===== config.mk =====
export PLATFORM = sky130hd
export DESIGN_NAME = pps_port_status
export DESIGN_NICKNAME = d
export VERILOG_FILES = /design/src/pps_pkg.sv /design/src/pps_port_status.sv
export SDC_FILE = /design/constraint.sdc
export NUM_CORES = 1
export LEC_CHECK = 0
export ABC_CLOCK_PERIOD_IN_PS = 2550
export BUFFER_PORTS_ARGS = -buffer_cell sky130_fd_sc_hd__buf_2
export CORE_AREA = 2 2 91 93
export DETAILED_ROUTE_END_ITERATION = 16
export DIE_AREA = 0 0 93 95
export PLACE_DENSITY = 0.74
export SETUP_SLACK_MARGIN = 0.02
export SLEW_MARGIN = 0
export SYNTH_ARGS = -nofsm -noshare
export SYNTH_HDL_FRONTEND = slang
export SYNTH_SLANG_ARGS = --single-unit

===== constraint.sdc =====
create_clock -name pclk -period 2.55 [get_ports pclk]
set_input_delay 0.3825 -clock pclk [delete_from_list [all_inputs] [get_ports pclk]]
set_output_delay 0.3825 -clock pclk [all_outputs]
set_load 0.02 [all_outputs]

===== src/pps_pkg.sv =====
// Function
// - page zero shows selected port's status
// - unimplemented port reads all zeros
// - pair A field reports arbitration line state
// - pair B field uses same codes
// - role bit one for child, disconnected too
// - connected set after 341 ms stable
// - connected cleared when connect detect drops, and by reset
// - bias set after 52 us stable
// - writing one disables port, reset enables
// - peer speed field codes S100/S200/S400
// - peer speed never reported above 010b
// - enabled events set flag, notify link
// - notification enable is reset-cleared read/write
// - suspend/resume fault sets fault flag
// - resume fault: no bias while resuming
// - suspend fault: bias while suspending
// - write one clears fault, reset clears
// - page selector picks page, reset clears
// - event flag on bias (unless port disabled)/con/dis/fault change
//
// package for the port status page: constants, field layout, carriers.
// assumes a single 25 MHz system clock shared with the apb master.
package pps_pkg;

	// ==========================================================
	// timing
	localparam int unsigned CLK_HZ       = 25000000;                   // system clock rate
	localparam int unsigned CON_DEB_MS   = 341;                        // connect debounce, ms
	localparam int unsigned CON_DEB_CYC  = CON_DEB_MS * (CLK_HZ / 1000);
	localparam int unsigned BIAS_DEB_US  = 52;                         // bias debounce, us
	localparam int unsigned BIAS_DEB_CYC = BIAS_DEB_US * (CLK_HZ / 1000000);
	localparam int          CON_CNT_W    = 24;                         // fits 8,525,000
	localparam int          BIAS_CNT_W   = 11;                         // fits 1,300

	// ==========================================================
	// register indices, byte address is index times four
	localparam logic [5:0] IDX_EVENT  = 6'h06; // port event flag
	localparam logic [5:0] IDX_SELECT = 6'h07; // page and port selectors
	localparam logic [5:0] IDX_LINE   = 6'h08; // line and link state
	localparam logic [5:0] IDX_PEER   = 6'h09; // peer speed and event control
	localparam logic [5:0] IDX_LAST   = 6'h0f; // last address of the page window

	// ==========================================================
	// field positions
	localparam int SEL_PAGE_LSB = 0;  // page selector [2:0]
	localparam int SEL_PORT_LSB = 4;  // port selector [7:4]
	localparam int LN_PA_LSB    = 6;  // pair a state [7:6]
	localparam int LN_PB_LSB    = 4;  // pair b state [5:4]
	localparam int LN_DOWN_BIT  = 3;
	localparam int LN_CON_BIT   = 2;
	localparam int LN_BIAS_BIT  = 1;
	localparam int LN_DIS_BIT   = 0;
	localparam int PR_SPD_LSB   = 5;  // peer speed [7:5]
	localparam int PR_INTEN_BIT = 4;
	localparam int PR_FAULT_BIT = 3;
	localparam int EV_FLAG_BIT  = 0;

	// ==========================================================
	// codes and sizes
	localparam logic [2:0] PAGE_PORT_STATUS = 3'h0;
	localparam logic [3:0] NUM_PORTS        = 4'h1; // only port 0 exists
	localparam logic [2:0] SPD_S100         = 3'h0;
	localparam logic [2:0] SPD_S200         = 3'h1;
	localparam logic [2:0] SPD_S400         = 3'h2;

	// raw cable pins, asynchronous to pclk
	typedef struct packed {
		logic [1:0] tpa;     // pair a arbitration code
		logic [1:0] tpb;     // pair b arbitration code
		logic       conn;    // raw connect detect
		logic       bias;    // raw incoming bias detect
	} pps_pins_t;

	// port state from the phy core, same clock
	typedef struct packed {
		logic       is_parent;   // port is the parent after tree-id
		logic       suspended;   // port suspended
		logic [2:0] peer_speed;  // speed heard from peer
		logic       resume_end;  // pulse: resume bias check window over
		logic       suspend_end; // pulse: suspend bias check window over
	} pps_core_t;

	// whole module state
	typedef struct packed {
		pps_pins_t              s1, s2, s3;   // three stage synchroniser
		pps_pins_t              stb;          // agreed pin levels
		logic [CON_CNT_W-1:0]   con_cnt;
		logic [BIAS_CNT_W-1:0]  bias_cnt;
		logic                   con, bias, dis, int_en, fault, event_flag;
		logic [2:0]             peer_speed;
		logic [2:0]             page;
		logic [3:0]             port;
		logic [31:0]            rdata;
		logic                   slverr;
	} pps_state_t;

endpackage


===== src/pps_port_status.sv =====
// port status page register bank for one cable port, apb slave.
// assumes pins arrive asynchronously and core signals on pclk.
//
// The implementer's own choice: the APB interface to the registers.
`timescale 1ns/10ps
`default_nettype none

module pps_port_status
	import pps_pkg::*;
#(
	parameter int unsigned CON_DEBOUNCE_CYC = CON_DEB_CYC // shorten in simulation
) (
	input  wire logic        pclk,
	input  wire logic        presetn,
	input  wire logic        psel,
	input  wire logic        penable,
	input  wire logic        pwrite,
	input  wire logic [7:0]  paddr,
	input  wire logic [31:0] pwdata,
	input  wire logic [3:0]  pstrb,
	output logic             pready,
	output logic [31:0]      prdata,
	output logic             pslverr,
	input  wire pps_pins_t   pins,
	input  wire pps_core_t   core,
	output logic             port_disabled,
	output logic             port_fault,
	output logic             link_notify
);

	// ==========================================================
	// limits
	localparam logic [CON_CNT_W-1:0]  CON_LIM  = CON_CNT_W'(CON_DEBOUNCE_CYC - 1);
	localparam logic [BIAS_CNT_W-1:0] BIAS_LIM = BIAS_CNT_W'(BIAS_DEB_CYC - 1);

	pps_state_t st_r;    // registered state
	pps_state_t st_nxt;  // next state

	logic [5:0] idx;        // word index from address
	logic       page0;      // port status page visible
	logic       wr_acc;     // write taking effect this edge
	logic       mapped;     // index decodes
	logic [7:0] rd_byte;    // read byte before padding
	logic       res_fault;  // resume fault detected
	logic       sus_fault;  // suspend fault detected
	logic [3:0] watch_old;  // bias, con, dis, fault now
	logic [3:0] watch_new;  // same after this edge
	logic       downstream; // role bit value

	// ==========================================================
	// next state
	always_comb begin
		st_nxt = st_r;
		idx    = paddr[7:2];
		// unimplemented ports hide the whole page
		page0  = (st_r.page == PAGE_PORT_STATUS) && (st_r.port < NUM_PORTS);
		wr_acc = psel & penable & pwrite & pstrb[0];
		mapped = (idx >= IDX_EVENT) && (idx <= IDX_LAST);

		// pins: three flops, a change counts when stages two and three agree
		st_nxt.s1  = pins;
		st_nxt.s2  = st_r.s1;
		st_nxt.s3  = st_r.s2;
		st_nxt.stb = (st_r.s2 & st_r.s3) | (st_r.stb & (st_r.s2 | st_r.s3));

		// connect debounce: set only after a full stable interval
		if (!st_r.stb.conn) begin
			st_nxt.con_cnt = '0;
			st_nxt.con     = 1'b0;
		end else if (st_r.con_cnt == CON_LIM) begin
			st_nxt.con = 1'b1;
		end else begin
			st_nxt.con_cnt = st_r.con_cnt + 1'b1;
		end

		// bias debounce, same scheme with the short interval
		if (!st_r.stb.bias) begin
			st_nxt.bias_cnt = '0;
			st_nxt.bias     = 1'b0;
		end else if (st_r.bias_cnt == BIAS_LIM) begin
			st_nxt.bias = 1'b1;
		end else begin
			st_nxt.bias_cnt = st_r.bias_cnt + 1'b1;
		end

		// peer speed: nothing above s400 can be detected, so clamp
		if (core.peer_speed > SPD_S400) begin
			st_nxt.peer_speed = SPD_S400;
		end else begin
			st_nxt.peer_speed = core.peer_speed;
		end

		// fault checks at the end of each bias check window
		res_fault = core.resume_end & ~st_r.bias;
		sus_fault = core.suspend_end & st_r.bias;

		// ------------------------------------------------------
		// register writes
		if (wr_acc && idx == IDX_SELECT) begin
			st_nxt.page = pwdata[SEL_PAGE_LSB +: 3];
			st_nxt.port = pwdata[SEL_PORT_LSB +: 4];
		end
		if (wr_acc && page0 && idx == IDX_LINE) begin
			st_nxt.dis = pwdata[LN_DIS_BIT];
		end
		if (wr_acc && page0 && idx == IDX_PEER) begin
			st_nxt.int_en = pwdata[PR_INTEN_BIT];
			if (pwdata[PR_FAULT_BIT]) begin
				st_nxt.fault = 1'b0;
			end
		end
		// set wins over a clear in the same cycle
		if (res_fault || sus_fault) begin
			st_nxt.fault = 1'b1;
		end

		// event flag: watched bits changing while enabled
		watch_old = {st_r.bias, st_r.con, st_r.dis, st_r.fault};
		watch_new = {st_nxt.bias, st_nxt.con, st_nxt.dis, st_nxt.fault};
		if (st_r.dis) begin
			// bias changes are ignored on a disabled port
			watch_new[3] = watch_old[3];
		end
		if (wr_acc && idx == IDX_EVENT && pwdata[EV_FLAG_BIT]) begin
			st_nxt.event_flag = 1'b0;
		end
		if (st_r.int_en && (watch_new != watch_old)) begin
			st_nxt.event_flag = 1'b1;
		end

		// ------------------------------------------------------
		// role bit: anything not an active parent reads as child
		downstream = ~(core.is_parent & st_r.con & ~st_r.dis & ~core.suspended);

		// read mux, unlisted bits and addresses stay zero
		rd_byte = 8'h00;
		case (idx)
			IDX_EVENT: begin
				rd_byte[EV_FLAG_BIT] = st_r.event_flag;
			end
			IDX_SELECT: begin
				rd_byte[SEL_PAGE_LSB +: 3] = st_r.page;
				rd_byte[SEL_PORT_LSB +: 4] = st_r.port;
			end
			IDX_LINE: begin
				if (page0) begin
					rd_byte[LN_PA_LSB +: 2] = st_r.stb.tpa;
					rd_byte[LN_PB_LSB +: 2] = st_r.stb.tpb;
					rd_byte[LN_DOWN_BIT]    = downstream;
					rd_byte[LN_CON_BIT]     = st_r.con;
					rd_byte[LN_BIAS_BIT]    = st_r.bias;
					rd_byte[LN_DIS_BIT]     = st_r.dis;
				end
			end
			IDX_PEER: begin
				if (page0) begin
					rd_byte[PR_SPD_LSB +: 3] = st_r.peer_speed;
					rd_byte[PR_INTEN_BIT]    = st_r.int_en;
					rd_byte[PR_FAULT_BIT]    = st_r.fault;
				end
			end
			default: begin
				rd_byte = 8'h00;
			end
		endcase

		// answer prepared in the setup cycle so the access needs no wait
		if (psel && !penable) begin
			st_nxt.rdata  = {24'h000000, rd_byte};
			st_nxt.slverr = ~mapped;
		end
	end

	// ==========================================================
	// state register, constant under reset
	always_ff @(posedge pclk or negedge presetn) begin
		if (!presetn) begin
			st_r <= '0;
		end else begin
			st_r <= st_nxt;
		end
	end

	// ==========================================================
	// outputs
	assign pready        = 1'b1;        // every access completes at once
	assign prdata        = st_r.rdata;
	assign pslverr       = st_r.slverr;
	assign port_disabled = st_r.dis;
	assign port_fault    = st_r.fault;
	assign link_notify   = st_r.event_flag;

endmodule

`default_nettype wire


==> results.yml, run 1 <==
critical_path:
  path_class: "reg2reg"
  start_kind: "register"
  cp-end-kind: "register"
  worst-r2r-cell-count: 5
  cp_slowest_stage_delay_ns: 0.49
  crit_required_ns: 2.82
  slowest_stage: "or4b_4"
  crit_path_end: "link_notify$_DFFE_PN0P_"
  crit_arrival_ns: 2.35
  r2r-start: "st_r[60]$_DFFE_PN0P_"
  worst-path-stages: 5
  startpoint: "st_r[60]$_DFFE_PN0P_"
  rr_endpoint: "link_notify$_DFFE_PN0P_"
  cp_cell_sequence: "ha_1 -> or4b_4 -> nor4_4 -> a311oi_1 -> o221ai_2"
  reg2reg_slack_ns: 0.48
  critPathMaxFanout: 6
  path_buf_inv: 0
  critPathTopFamily: "simple AND/OR/NAND/NOR gates"
power_and_ir_drop:
  total_power_mw: 2.71
  p_leak_nw: 2.08
  power_density_mw_per_mm2: 610
  peakVddDrop_v: 0.000232
min_path:
  hp-class: "in2async"
floorplanning:
  die_area_sq_mm: 0.00884
  fp-row-count: 33
  die_w_microns: 93
  initial_core_util_pct: 50.9
  core_area_sq_mm: 0.00793
  die_h_microns: 95
  io_pins: 99
clock_tree:
  cts_buffers: 9
  clk-insertion-delay-late_ns: 0.36
  cts_tree: "built"
  cts_resized: 0
  cts.sinks: 84
  post-cts-setup-buffer-count: 0
  holdBufCountCts: 0
  cts_root_buf: "clkbuf_8"
  h-tree-depth: 3
  path_clk_slew_ns: 0.09
  cts_buffer_depth: 2
sta:
  fin_skew_ns: 0.00985
  tightest_slew_ns: 0.590
  final.period_utilization_pct: 81.3
  report.final.slew_viol_count: 0
  setup_viol: 0
  slew_headroom_pct: 60.7
  rsz0062_at_grt: "false"
  hold_viol: 0
  fmax_ghz: 0.482
  tns_ns: 0
  min_period_ns: 2.07
finish:
  final_common_cell: "dfrtp_1"
  multi_input_area_sq_mm: 0.00167
  fin_cells: 513
  antenna_cells: 0
  syn2layout_area_growth_pct: 10.2
  fillCellCount: 703
  final_cell_mix: "84 x dfrtp_1, 43 x buf_2, 26 x conb_1, 23 x nor2_1, 22 x nand2_1"
  final_nets: 467
  drive_above_1_share_pct: 20.8
  seqCellArea_sq_mm: 0.00210
logic_synthesis:
  syn_area_sq_mm: 0.00403
  ys.flop_type: "dfrtp_1"
  async_flop_share_pct: 100
  synth_cell_types: 59
  seq_area_frac_synth_pct: 52.1
  synth_edf_count: 0
  yosysWarnings: 0
  synthCells: 364
  ys_seq_elements: 84
  avgSynthCellArea_sq_um: 11.1
drt:
  drc_errors: 0
  first_iter_violations: 109
  drtPass1Iterations: 4
  vias: 2688
  drt_wl_total_microns: 6970
  route.detailed.wl_per_inst_microns: 13.6
  ant_nets: 0
  vias_per_cell: 5.24
run_status:
  status: "completed"
global_route:
  grt_overflow: 0
  grt_pass1_vias: 2581
  grt_max_degree: 48
  antenna_found_initial: 0
  grt_pass1_wl_microns: 11900
  grt_usage_pct: 17.1
job:
  maxCapViolations: 0
placed_design:
  placed_cells: 497
  dp_hpwl_microns: 4940
  routabilityCongestion: 0.820
  io_buffer_count: 44
## routing by layer
metal  part of all wire (%)  wire, microns  global-route usage (%)
met5                      0              0                       0
met3                    4.2            296                    4.39
met1                     46           3200                    22.0
met4                    2.5            175                    7.35
met2                     47           3300                    27.4
## how the worst min path moves through the flow
stage,endpoint,start,cells after the start
floorplan,link_notify$_DFFE_PN0P_,presetn,0
global placement,st_nxt[90]$_DFF_PN0_,st_nxt[96]$_DFF_PN0_,0
finish,st_r[55]$_DFFE_PN0P_,presetn,1
global route,st_r[55]$_DFFE_PN0P_,presetn,1
detailed placement,st_nxt[91]$_DFF_PN0_,st_nxt[97]$_DFF_PN0_,0
CTS,st_r[55]$_DFFE_PN0P_,presetn,1
## sequential cells by signal, indices dropped and copies added, names as in the netlist
register and count:
link_notify 1, port_disabled 1, port_fault 1, prdata 8
pslverr 1, st_nxt 12, st_r 60
## cell usage after synthesis, drive strengths merged, types with 5 or more instances
cell type / n / area [sq um]
xnor2: 6 / 52.6
nor2b: 5 / 31.3
dfrtp: 84 / 2100
and2: 17 / 106
mux2: 8 / 90.1
nor4: 6 / 73.8
xor2: 17 / 149
clkbuf: 7 / 26.3
maj3: 6 / 60.1
nand3: 10 / 60.1
or3: 8 / 50.1
nor2: 23 / 86.3
nor3: 10 / 80.1
buf: 38 / 284
nand2: 22 / 82.6
a21oi: 10 / 50.1
inv: 11 / 41.3
a21boi: 5 / 37.5
o21ai: 9 / 45.0
mux2i: 7 / 70.1
nand4: 8 / 56.3
## stage by stage
step	cell area, sq um	utilization (%)	hold slack (ns)	setup slack [ns]
after floorplan	4120	-	0.0869	0.676
after global placement	4220	53.2	0.332	0.555
after detailed placement	4220	53.2	0.335	0.525
after CTS	4440	56.1	0.0391	0.493
after global routing	4440	56.1	0.0536	0.372
final	4440	56.1	0.0200	0.477
## cell type report
type / instances / share of cell area (%)
repair buffers: 49 / 6.14
clock buffers: 9 / 2.79
inverters: 11 / 0.929
flip-flops and latches: 84 / 47.3
well taps: 105 / 2.96
clock inverters: 7 / 2.34
multi-input cells: 248 / 37.6
## kinds of logic (layout without fill, tap and decap cells)
family	count (synthesis)	in the layout	synth area share, %
compound gates	44	44	7.63
xor+xnor	23	23	5.00
fa+ha+maj	8	8	2.11
buf+inv	56	76	8.72
flops	84	84	52.1
mux	15	15	3.97
other cells	2	26	0.186
simple gates	132	132	20.3
## power breakdown
group	leakage (nW)	switching (mW)	total (mW)	internal, mW
clock network	0.115	0.505	1.07	0.567
logic	0.886	0.143	0.220	0.0774
registers	1.08	0.0363	1.42	1.38
Note: power is estimated with default switching activity, not from simulation.
==> inputs of run 2 (changes only) <==
ABC_CLOCK_PERIOD_IN_PS = 1770   (was 2550)
CORE_AREA = 2 2 95 97   (was 2 2 91 93)
DIE_AREA = 0 0 97 99   (was 0 0 93 95)
PLACE_DENSITY = 0.72   (was 0.74)
clock period = 1.77 ns   (was 2.55 ns; I/O delays follow)
==> results.yml, run 2 (synthesized netlist as in run 1, its figures left out) <==
critical_path:
  startpoint: "st_r[60]$_DFFE_PN0P_"
  crit_required_ns: 2.06
  crit_arrival_ns: 2.15
  path_class: "reg2reg"
  r2r-start: "st_r[60]$_DFFE_PN0P_"
  cp-end-kind: "register"
  critPathMaxFanout: 7
  worst-r2r-cell-count: 5
  start_kind: "register"
clock_tree:
  cts.sinks: 84
  path_clk_slew_ns: 0.10
  h-tree-depth: 3
  cts_buffers: 9
  cts_buffer_depth: 2
  cts_root_buf: "clkbuf_8"
  cts_tree: "built"
  clk-insertion-delay-late_ns: 0.36
sta:
  report.final.slew_viol_count: 0
  fin_skew_ns: 0.00906
  fmax_ghz: 0.539
  hold_viol: 0
  final.period_utilization_pct: 105
  rsz0062_at_grt: "true"
  fin_ws_ns: -0.0857
  min_period_ns: 1.86
  setup_viol: 3
drt:
  drtPass1Iterations: 4
  first_iter_violations: 110
  vias_per_cell: 5.10
  route.detailed.wl_per_inst_microns: 13.8
  vias: 2832
  drt_wl_total_microns: 7650
  drc_errors: 0
  ant_nets: 0
placed_design:
  io_buffer_count: 44
  dp_hpwl_microns: 5310
  routabilityCongestion: 0.809
  place_area_sq_mm: 0.00438
power_and_ir_drop:
  p_leak_nw: 2.33
  peakVddDrop_v: 0.000570
  power_density_mw_per_mm2: 782
floorplanning:
  core_area_sq_mm: 0.00855
  die_w_microns: 97
  die_area_sq_mm: 0.00960
  die_h_microns: 99
  io_pins: 99
  fp-row-count: 34
  initial_core_util_pct: 47.2
global_route:
  grt_pass1_wl_microns: 13100
  antenna_found_initial: 0
  grt_usage_pct: 16.8
  grt_overflow: 0
  grt_max_degree: 40
  grt_pass1_vias: 2801
finish:
  final_nets: 506
  antenna_cells: 0
  top_register: "st_r"
  syn2layout_area_growth_pct: 20.0
  largest_register_ffs: 60
  final_common_cell: "dfrtp_1"
  final_util_pct: 56.6
  drive_above_1_share_pct: 29.8
  fillCellCount: 716
  design_area_sq_mm: 0.00484
  final_cell_mix: "80 x dfrtp_1, 43 x buf_2, 34 x buf_4, 26 x conb_1"
job:
  maxCapViolations: 0
min_path:
  hp-class: "in2reg"
  min_from: "core[4]"
  hold_depth: 2
run_status:
  violations: "negative setup slack"
  status: "finished with violations"
==> run 2: cell count changes in the layout (fill, tap and decap cells not counted), sizes merged <==
cell,delta
buf,+32
bufinv,-2
dlygate4sd3,+7
clkinv,+1
inv,+1
==> run 2: through the flow <==
stage	setup TNS (ns)	cells	hold WS (ns)	worst slack (ns)	power [mW]
2_1_floorplan	0	388	-0.0301	0.00178	2.32
3_3_place_gp	-0.0422	521	0.207	-0.0422	2.42
3_5_place_dp	-0.273	521	0.213	-0.0938	2.43
4_1_cts	-0.0519	550	0.0947	-0.0308	3.82
5_1_grt	-0.923	555	0.0877	-0.137	3.98
6_report	-0.166	555	0.111	-0.0857	3.79
==> run 2: cell type report <==
| cell class | instances | area [sq um] | share of cell area (%) |
|---|---|---|---|
| timing repair buffer | 88 | 594 | 12.3 |
| sequential | 84 | 2110 | 43.5 |
| multi-input combinational | 248 | 1770 | 36.5 |
| clock inverter | 7 | 73.8 | 1.52 |
| clock buffer | 9 | 124 | 2.56 |
| tap | 108 | 135 | 2.79 |
| inverter | 11 | 41.3 | 0.853 |
==> run 2: path summary, 6_finish.rpt <==
check	end	slack, ns
max in group asynchronous	st_r[70]$_DFFE_PN0P_	0.85
max reg2reg	st_r[76]$_DFFE_PN0P_	-0.09
max	st_r[76]$_DFFE_PN0P_	-0.09
min	st_r[41]$_DFF_PN0_	0.11
min in group asynchronous	st_nxt[99]$_DFF_PN0_	0.35
min reg2reg	st_nxt[91]$_DFF_PN0_	0.36
==> run 2: worst max-delay path: stages (launching register included) <==
cell and delay [ns]:
dfrtp_2 0.42, ha_4 0.16, nand3_2 0.08, or4_4 0.59, or3_4 0.41, a21boi_2 0.13
==> run 2: metal layers <==
metal  GRT usage, %  vias up  wire [microns]
met2           28.3       80            3780
met3           5.18        7             351
met1           21.3     1382            3440
met4           4.77        0              73
met5              0        -               0
li1               -     1363               -
==> run 2: report_power, final <==
group	switching (mW)	internal [mW]	leakage [nW]
combinational	0.221	0.164	1.15
clock	0.790	0.559	0.101
sequential	0.0571	2.00	1.08
==> run 2: timing repair <==
action / CTS / global route
pin swaps: 5 / 8
hold buffers: 7 / 0
setup buffers: 6 / 5
resized for setup: 8 / 17
setup endpoints to repair: 15 / 21
endpoints found under the hold margin: 32 / 0
